[config.mk]
export PLATFORM = sky130hd
export DESIGN_NAME = lqm_monitor
export DESIGN_NICKNAME = d
export VERILOG_FILES = /design/src/lqm_pkg.sv /design/src/lqm_thr_bank.sv /design/src/lqm_compare.sv /design/src/lqm_monitor.sv
export VERILOG_INCLUDE_DIRS = /design/src /design/src/src
export SDC_FILE = /design/constraint.sdc
export NUM_CORES = 1
export LEC_CHECK = 0
export BUFFER_PORTS_ARGS = -buffer_cell sky130_fd_sc_hd__buf_4
export CORE_ASPECT_RATIO = 0.5
export CORE_MARGIN = 5
export CORE_UTILIZATION = 46
export CTS_BUF_LIST = sky130_fd_sc_hd__clkbuf_2 sky130_fd_sc_hd__clkbuf_4 sky130_fd_sc_hd__clkbuf_8
export CTS_CLUSTER_SIZE = 16
export DETAILED_ROUTE_END_ITERATION = 12
export PLACE_DENSITY = 0.77
export SYNTH_ARGS = -nofsm -noshare
export SYNTH_HDL_FRONTEND = slang
export SYNTH_HIERARCHICAL = 1
export SYNTH_SLANG_ARGS = --single-unit
[constraint.sdc]
create_clock -name clk_i -period 5.9 [get_ports clk_i]
set_clock_uncertainty 0.15 [all_clocks]
set_input_delay 0.59 -clock clk_i [delete_from_list [all_inputs] [get_ports clk_i]]
set_output_delay 0.59 -clock clk_i [all_outputs]
set_load 0.1 [all_outputs]
[src/lqm_defines.svh]
// Offsets, field positions, reset values and encodings of the link quality monitor.
//
// Overview of operation
// - Enable bit 15 RW, runs only with 100Mb link
// - Threshold at range limit never reports violation
// - Frequency control crossings set bits 9 and 8
// - Frequency offset crossings set bits 7 and 6
// - Baseline wander crossings set bits 5 and 4
// - Gain crossings set bits 3 and 2
// - Equalizer coefficient crossings set bits 1, 0
// - Flags read-only, reset 0, cleared by read
// - Interrupt raised only where its mask enables it
// - Control read clears flags and re-arms interrupt
// - Bits 14 to 10 ignore writes, read 0
// - Optional automatic 100Mb link reset on warning
// - Three-bit selector picks the monitored parameter
// - Threshold select: 0 low, 1 high
`ifndef LQM_DEFINES_SVH
`define LQM_DEFINES_SVH

// ****************************************************************
// Register indices; byte address is four times the index.
// ****************************************************************
`define LQM_IDX_CTRL 5'h1d
`define LQM_IDX_THR_DATA 5'h1e
`define LQM_IDX_IRQ_MASK 5'h12
`define LQM_IDX_AUTO_RST 5'h1f

// ****************************************************************
// Field positions.
// ****************************************************************
`define LQM_BIT_ENABLE 15
`define LQM_NUM_FLAGS 10
`define LQM_NUM_PARAMS 5
`define LQM_BIT_SAMPLE 13
`define LQM_BIT_WR_THR 12
`define LQM_SEL_HI 11
`define LQM_SEL_LO 9
`define LQM_BIT_THR_SEL 8
`define LQM_PARAM_W 8

// ****************************************************************
// Reset values.
// ****************************************************************
`define LQM_RST_FLAGS 10'h000
`define LQM_RST_MASK 10'h000
`define LQM_RST_HIGH_THR 8'hff
`define LQM_RST_LOW_THR 8'h00

`endif

[src/lqm_pkg.sv]
// Types shared by the link quality monitor modules.
package lqm_pkg;
    // One bit per warning flag, bit order as in the control register.
    typedef logic [9:0] lqm_flags_t;
    // One value of a monitored receiver parameter.
    typedef logic [7:0] lqm_param_t;
    // Monitored parameter selector codes.
    typedef logic [2:0] lqm_sel_t;
endpackage

[src/lqm_thr_bank.sv]
// Storage of the high and low thresholds of every monitored parameter.
`timescale 1ns/1ps
`default_nettype none
`include "lqm_defines.svh"
module lqm_thr_bank #(
    parameter int NUM = `LQM_NUM_PARAMS,
    parameter int W = `LQM_PARAM_W
) (
    // Clock and reset.
    input wire logic clk_i,
    input wire logic rst_i,
    // Write port.
    input wire logic wr_i,
    input wire logic [2:0] wr_sel_i,
    input wire logic wr_high_i,
    input wire logic [W-1:0] wr_data_i,
    // All thresholds, parameter n at [n*W +: W].
    output logic [NUM*W-1:0] high_o,
    output logic [NUM*W-1:0] low_o
);
    // ****************************************************************
    // Threshold arrays.
    // ****************************************************************
    logic [W-1:0] high_thr [NUM];
    logic [W-1:0] low_thr [NUM];

    genvar g;
    generate
        for (g = 0; g < NUM; g++) begin : g_thr
            // Reset to range limits so no comparison fires until programmed.
            always_ff @(posedge clk_i) begin
                if (rst_i) begin
                    high_thr[g] <= W'(`LQM_RST_HIGH_THR);
                    low_thr[g] <= W'(`LQM_RST_LOW_THR);
                end else if (wr_i && wr_sel_i == 3'(g)) begin
                    if (wr_high_i) begin
                        high_thr[g] <= wr_data_i;
                    end else begin
                        low_thr[g] <= wr_data_i;
                    end
                end
            end
            assign high_o[g*W +: W] = high_thr[g];
            assign low_o[g*W +: W] = low_thr[g];
        end
    endgenerate
endmodule
`default_nettype wire

[src/lqm_compare.sv]
// Threshold comparison of every monitored parameter.
`timescale 1ns/1ps
`default_nettype none
`include "lqm_defines.svh"
module lqm_compare #(
    parameter int NUM = `LQM_NUM_PARAMS,
    parameter int W = `LQM_PARAM_W
) (
    // Monitor qualification and samples.
    input wire logic active_i,
    input wire logic [NUM*W-1:0] param_i,
    input wire logic [NUM*W-1:0] high_i,
    input wire logic [NUM*W-1:0] low_i,
    // Violations, bit 2n+1 high and 2n low of parameter n.
    output logic [2*NUM-1:0] hit_o
);
    localparam logic [W-1:0] MAXV = '1;
    localparam logic [W-1:0] MINV = '0;

    genvar g;
    generate
        for (g = 0; g < NUM; g++) begin : g_cmp
            wire logic [W-1:0] p = param_i[g*W +: W];
            wire logic [W-1:0] h = high_i[g*W +: W];
            wire logic [W-1:0] l = low_i[g*W +: W];
            // A threshold at its range limit is switched off explicitly.
            assign hit_o[2*g+1] = active_i && h != MAXV && p > h;
            assign hit_o[2*g] = active_i && l != MINV && p < l;
        end
    endgenerate
endmodule
`default_nettype wire

[src/lqm_monitor.sv]
// Link quality monitor control, warning flags and Wishbone register slave.
`timescale 1ns/1ps
`default_nettype none
`include "lqm_defines.svh"
module lqm_monitor #(
    parameter int W = `LQM_PARAM_W
) (
    // Clock and reset.
    input wire logic clk_i,
    input wire logic rst_i,
    // Wishbone classic slave.
    input wire logic cyc_i,
    input wire logic stb_i,
    input wire logic we_i,
    input wire logic [7:0] adr_i,
    input wire logic [3:0] sel_i,
    input wire logic [31:0] dat_i,
    output logic [31:0] dat_o,
    output logic ack_o,
    // Receiver parameters, same clock domain.
    input wire logic link_100_valid_i,
    input wire logic [W-1:0] equalizer_coeff_param_i,
    input wire logic [W-1:0] digital_gain_param_i,
    input wire logic [W-1:0] baseline_wander_param_i,
    input wire logic [W-1:0] freq_offset_param_i,
    input wire logic [W-1:0] freq_control_param_i,
    // Interrupt and link reset request.
    output logic irq_o,
    output logic link_reset_o
);
    localparam int NUM = `LQM_NUM_PARAMS;

    // ****************************************************************
    // Bus decode.
    // ****************************************************************
    // A request is taken in the cycle before ack rises.
    wire logic take = cyc_i && stb_i && !ack_o;
    wire logic [5:0] idx = adr_i[7:2];
    wire logic hit_ctrl = idx == 6'(`LQM_IDX_CTRL);
    wire logic hit_thr = idx == 6'(`LQM_IDX_THR_DATA);
    wire logic hit_mask = idx == 6'(`LQM_IDX_IRQ_MASK);
    wire logic hit_auto = idx == 6'(`LQM_IDX_AUTO_RST);
    // Byte lanes 0 and 1 carry the 16-bit registers.
    wire logic wr_lo = take && we_i && sel_i[0];
    wire logic wr_hi = take && we_i && sel_i[1];
    wire logic rd_take = take && !we_i;

    // ****************************************************************
    // Register state.
    // ****************************************************************
    logic monitor_enable; // Monitor enable bit.
    lqm_pkg::lqm_flags_t flags; // Sticky warning flags.
    lqm_pkg::lqm_flags_t irq_mask; // Interrupt enables.
    logic auto_reset_en; // Automatic link reset option.
    logic sample_param; // Read back sampled parameter.
    lqm_pkg::lqm_sel_t parameter_selector; // Parameter selector.
    logic threshold_selector; // 0 low, 1 high.
    lqm_pkg::lqm_param_t sampled; // Last sampled parameter.

    // ****************************************************************
    // Threshold storage and comparison.
    // ****************************************************************
    wire logic [NUM*W-1:0] params = {freq_control_param_i, freq_offset_param_i,
        baseline_wander_param_i, digital_gain_param_i, equalizer_coeff_param_i};
    wire logic [NUM*W-1:0] high_thr;
    wire logic [NUM*W-1:0] low_thr;
    wire logic [2*NUM-1:0] hits;
    // A threshold write is the write strobe bit in the upper lane.
    wire logic thr_wr = wr_hi && hit_thr && dat_i[`LQM_BIT_WR_THR];
    // Selector as it stands after this write, so one write suffices.
    wire logic [2:0] thr_sel = wr_hi && hit_thr ?
        dat_i[`LQM_SEL_HI:`LQM_SEL_LO] : parameter_selector;
    // Bit 8 travels in byte lane 1, beside the parameter selector.
    wire logic thr_hi = wr_hi && hit_thr ?
        dat_i[`LQM_BIT_THR_SEL] : threshold_selector;
    // Monitoring runs only with enable set and a 100Mb link up.
    wire logic active = monitor_enable && link_100_valid_i;

    lqm_thr_bank #(
        .NUM(NUM),
        .W(W)
    ) u_bank (
        .clk_i(clk_i),
        .rst_i(rst_i),
        .wr_i(thr_wr),
        .wr_sel_i(thr_sel),
        .wr_high_i(thr_hi),
        .wr_data_i(dat_i[W-1:0]),
        .high_o(high_thr),
        .low_o(low_thr)
    );

    lqm_compare #(
        .NUM(NUM),
        .W(W)
    ) u_cmp (
        .active_i(active),
        .param_i(params),
        .high_i(high_thr),
        .low_i(low_thr),
        .hit_o(hits)
    );

    // ****************************************************************
    // Flag update.
    // ****************************************************************
    // Hit bit 2n+1/2n already matches flag layout: 9,8 frequency control,
    // 7,6 frequency offset, 5,4 baseline wander, 3,2 gain, 1,0 equalizer.
    wire lqm_pkg::lqm_flags_t new_hits = hits;
    // A read of the control register clears all flags.
    wire logic clr_flags = rd_take && hit_ctrl;
    // New hits win over the clear so no event is lost.
    wire lqm_pkg::lqm_flags_t next_flags =
        (clr_flags ? `LQM_RST_FLAGS : flags) | new_hits;
    // A flag rising from clear to set is a fresh warning.
    wire logic fresh = |(new_hits & ~flags);
    // Selected threshold for read back, and the selected parameter, left unused.
    wire logic [W-1:0] sel_thr = threshold_selector ?
        high_thr[parameter_selector*W +: W] : low_thr[parameter_selector*W +: W];
    wire logic [W-1:0] sel_param = params[parameter_selector*W +: W];

    // Flags set from the comparators and clear on a control read.
    always_ff @(posedge clk_i) begin
        if (rst_i) begin
            flags <= `LQM_RST_FLAGS;
        end else begin
            flags <= next_flags;
        end
    end

    // ****************************************************************
    // Software writable controls.
    // ****************************************************************
    // Control, mask and option writes; reserved bits are never stored.
    always_ff @(posedge clk_i) begin
        if (rst_i) begin
            monitor_enable <= 1'b0;
            irq_mask <= `LQM_RST_MASK;
            auto_reset_en <= 1'b0;
        end else begin
            if (wr_hi && hit_ctrl) begin
                monitor_enable <= dat_i[`LQM_BIT_ENABLE];
            end
            if (wr_lo && hit_mask) begin
                irq_mask[7:0] <= dat_i[7:0];
            end
            if (wr_hi && hit_mask) begin
                irq_mask[9:8] <= dat_i[9:8];
            end
            if (wr_lo && hit_auto) begin
                auto_reset_en <= dat_i[0];
            end
        end
    end

    // Threshold data register fields and parameter sampling.
    always_ff @(posedge clk_i) begin
        if (rst_i) begin
            sample_param <= 1'b0;
            parameter_selector <= 3'h0;
            threshold_selector <= 1'b0;
            sampled <= 8'h00;
        end else begin
            if (wr_hi && hit_thr) begin
                sample_param <= dat_i[`LQM_BIT_SAMPLE];
                parameter_selector <= dat_i[`LQM_SEL_HI:`LQM_SEL_LO];
            end
            if (wr_hi && hit_thr) begin
                threshold_selector <= dat_i[`LQM_BIT_THR_SEL];
            end
            // Setting the sample bit captures the selected parameter.
            if (wr_hi && hit_thr && dat_i[`LQM_BIT_SAMPLE]) begin
                sampled <= params[thr_sel*W +: W];
            end
        end
    end

    // ****************************************************************
    // Read data mux.
    // ****************************************************************
    // Reserved bits and unmapped indices read as zero.
    wire logic [15:0] rd_ctrl = {monitor_enable, 5'h00, flags};
    wire logic [15:0] rd_thr = {2'h0, sample_param, 1'b0, parameter_selector,
        threshold_selector, sample_param ? sampled : sel_thr};
    wire logic [15:0] rd_mux =
        hit_ctrl ? rd_ctrl :
        hit_thr ? rd_thr :
        hit_mask ? {6'h00, irq_mask} :
        hit_auto ? {15'h0000, auto_reset_en} : 16'h0000;

    // Classic single cycle: one wait state, ack for one cycle.
    always_ff @(posedge clk_i) begin
        if (rst_i) begin
            ack_o <= 1'b0;
            dat_o <= 32'h00000000;
        end else begin
            ack_o <= take;
            dat_o <= rd_take ? {16'h0000, rd_mux} : 32'h00000000;
        end
    end

    // ****************************************************************
    // Interrupt and automatic link reset.
    // ****************************************************************
    // Level interrupt while any enabled flag stands; the clearing read
    // drops it and re-arms it for the next violation.
    always_ff @(posedge clk_i) begin
        if (rst_i) begin
            irq_o <= 1'b0;
            link_reset_o <= 1'b0;
        end else begin
            irq_o <= |(next_flags & irq_mask);
            link_reset_o <= auto_reset_en && fresh;
        end
    end

    // Unused bus inputs are the upper data lanes of the 16-bit registers.
    wire logic unused_ok = &{1'b0, dat_i[31:16], sel_i[3:2], sel_param};
endmodule
`default_nettype wire

==> results.json <==
{
  "worstPathCellList": "and4b_1, nand4_4, mux2i_4, inv_1, nor2_1, a41o_1",
  "p_per_area_nw_per_um2": 197.6,
  "drt_iter0_markers": 1079,
  "power_leakage_nw": 4.397,
  "rows": 36,
  "nets": 1137,
  "outcome": "finished clean",
  "synth_top_area_share": 0.2667,
  "h-tree-depth": 4,
  "finalSetupTns_ns": 0,
  "cp.buffers_inverters": 1,
  "finalHoldViolCount": 0,
  "ff_latch_area_um2": 3443,
  "worstSetupEndpointType": "flip-flop",
  "reg2reg_depth": 6,
  "portBuffers": 85,
  "cp_slowest_stage_delay_ns": 0.58,
  "crit_arrival_ns": 3.57,
  "cts_buffer_depth": 2,
  "timing.rr.start": "ack_o",
  "overflow": 0,
  "finalWeightedCongestion": 0.9099,
  "diodes": 0,
  "yosysWarnings": 6,
  "ys_ff_latch": 132,
  "slew_violations": 0,
  "critPathKind": "reg2reg",
  "ys.flop_type": "edfxtp_1",
  "grt_pass1_wl_um": 40500,
  "grt_pass1_vias": 7221,
  "slowest_stage": "nor2_1",
  "multi_input_area_um2": 4950,
  "rrSetupSlack_ns": 2.28,
  "max_slew_margin": 0.1622,
  "numCtsBuffers": 17,
  "drv_cap": 0,
  "grt_max_degree": 50,
  "rsz0062_at_grt": "no",
  "die_width_um": 207.9,
  "clock_latency_ns": 0.45,
  "die_y_um": 109.0,
  "cp_max_fo": 15,
  "p_clk_frac": 0.372,
  "drcViolationCount": 0,
  "netlist_area_um2": 9009,
  "wl_per_cell_um": 21.54,
  "seq_area_frac_synth": 0.3822,
  "dieArea_um2": 22650,
  "fmaxAchievable_mhz": 276.4,
  "clk_pin_slew_ns": 0.08,
  "whs_path_depth": 3,
  "holdCritStartpoint": "dat_i[15]",
  "setup_viol": 0,
  "hold_buffers": 0,
  "nFillCells": 1663,
  "worstSetupStartpointType": "flip-flop",
  "ioPinCount": 125,
  "grtUsageTotal": 0.2336,
  "routed-via-count": 7539,
  "root_buffer": "clkbuf_8",
  "peakVddDrop_v": 0.0001136,
  "cts_tree": "done",
  "hold_path.class": "in2reg",
  "hpwl_um": 20080,
  "p_seq_frac": 0.498,
  "synth_cells": 910,
  "post_cts_buffers": 0,
  "netlist_top_cells_area": "edfxtp_1 (27%), dfxtp_1 (12%), ha_1 (10%)",
  "initial_core_util": 0.4651,
  "tightest_slew_ns": 1.240,
  "syn_area_per_cell_um2": 9.900,
  "vias_per_cell": 6.026,
  "fin_crit_ns": 3.618,
  "drt_first_pass_iters": 8,
  "antenna_found_initial": 3,
  "syn_to_final_growth_pct": 12.28,
  "holdPathEnd": "monitor_enable",
  "cp.required_ns": 5.85,
  "power_frac_comb": 0.130,
  "synth_edf_count": 80,
  "critPathTopFamily": "simple AND/OR/NAND/NOR gates",
  "ys_types": 59,
  "synthArstFlopShare": 0,
  "core_area_um2": 19370,
  "power_switching_uw": 578.5,
  "yosys.area.top_type": "edfxtp_1",
  "power_mw": 1.999,
  "cts_resized": 0,
  "wl_um": 26950,
  "drtAntennaViolNets": 0,
  "r2r_end": "u_bank/low_thr[0][6]",
  "drive_above_1_share": 0.1848,
  "final.period_utilization": 0.6132,
  "p_sw_frac": 0.2894,
  "internal_power_mw": 1.420,
  "cts_sinks": 132
}
==> power by group through the flow <==
stage	Clock, mW	Combinational (mW)	Sequential [mW]
final	0.743	0.260	0.996
after detailed placement	0	0.254	1.02
after global routing	0.792	0.276	0.996
after CTS	0.747	0.255	0.995
after floorplan	0	0.162	1.01
after global placement	0	0.245	1.02
==> layer usage <==
layer / global-route usage / part of all wire / routed length [µm]
met5: 0 / 0.00063 / 17
met1: 0.3040 / 0.40 / 10890
met3: 0.05749 / 0.10 / 2733
met2: 0.3755 / 0.46 / 12320
met4: 0.1035 / 0.037 / 993
==> worst register-to-register path: stages, from the launching register on <==
cell and delay, ns:
dfxtp_1 0.34, and4b_1 0.44, nand4_4 0.30, mux2i_4 0.52
inv_1 0.40, nor2_1 0.59, a41o_1 0.52
==> cell usage after synthesis (27+ instances only) <==
cell and count:
clkbuf_1 27, and3_1 35, a21o_1 29, nand2_1 44, nand4_1 27, inv_1 90
o21ai_0 37, nor2_1 54, dfxtp_1 52, edfxtp_1 80, ha_1 75, a21oi_1 40
nand2b_1 44, nand3b_1 41
==> cell type report <==
cell class / count / area share
multi-input combinational: 641 / 0.4894
inverter: 90 / 0.03340
clock buffer: 19 / 0.02462
clock inverter: 13 / 0.01249
timing repair buffer: 90 / 0.06680
sequential: 132 / 0.3404
tap: 266 / 0.03290
==> state kept, by name (all words and copies together) (netlist names) <==
| register | flops |
|---|---|
| dat_o | 14 |
| irq_o | 1 |
| ack_o | 1 |
| monitor_enable | 1 |
| parameter_selector | 3 |
| flags | 10 |
| irq_mask | 10 |
| u_bank/high_thr | 40 |
| u_bank/low_thr | 40 |
| threshold_selector | 1 |
| sampled | 8 |
| link_reset_o | 1 |
| auto_reset_en | 1 |
| sample_param | 1 |
==> metrics by stage <==
stage	hold slack [ns]	area, µm²	instances	setup WS (ns)	util
floorplan	0.2849	9072	927	2.428	-
global placement	0.2954	9739	1219	2.155	0.5028
detailed placement	0.3221	9739	1219	2.026	0.5028
CTS	0.2422	10110	1251	2.367	0.5222
global route	0.2274	10110	1251	2.130	0.5222
finish	0.2568	10110	1251	2.282	0.5222
==> worst max-delay path by stage <==
stage	startpoint	to	cells past startpoint
floorplan	ack_o	u_bank/high_thr[0][0]	8
global placement	adr_i[7]	u_bank/low_thr[0][6]	7
detailed placement	adr_i[7]	u_bank/low_thr[0][4]	7
CTS	ack_o	u_bank/low_thr[0][6]	6
global route	ack_o	u_bank/low_thr[0][6]	6
finish	ack_o	u_bank/low_thr[0][6]	6
==> cell families (layout without fill, tap and decap cells) <==
logic type,Yosys count,after routing,share of synthesized area
AO/OA/AOI/OAI,180,180,0.1400
adder cells (fa/ha/maj),75,75,0.1042
buffers and inverters,154,212,0.07597
flip-flops,132,132,0.3822
multiplexers,53,53,0.08472
other,1,18,0.0004163
AND/OR/NAND/NOR,315,315,0.2125
==> placed cells by master, fill, tap and decap left out, types with 17 or more instances in the layout <==
| cell type | synthesis | layout |
|---|---|---|
| clkbuf_8 | 0 | 17 |
| nand3b_1 | 41 | 41 |
| nand2b_1 | 44 | 44 |
| mux2i_1 | 20 | 20 |
| edfxtp_1 | 80 | 80 |
| nor2_1 | 54 | 53 |
| a21o_1 | 29 | 29 |
| and3_1 | 35 | 35 |
| buf_4 | 18 | 90 |
| nand4_1 | 27 | 27 |
| nand2_1 | 44 | 44 |
| a21oi_1 | 40 | 40 |
| ha_1 | 75 | 75 |
| dfxtp_1 | 52 | 52 |
| o21ai_0 | 37 | 37 |
| conb_1 | 1 | 18 |
| inv_1 | 90 | 90 |
No activity file was read; power rests on OpenSTA's default activity.
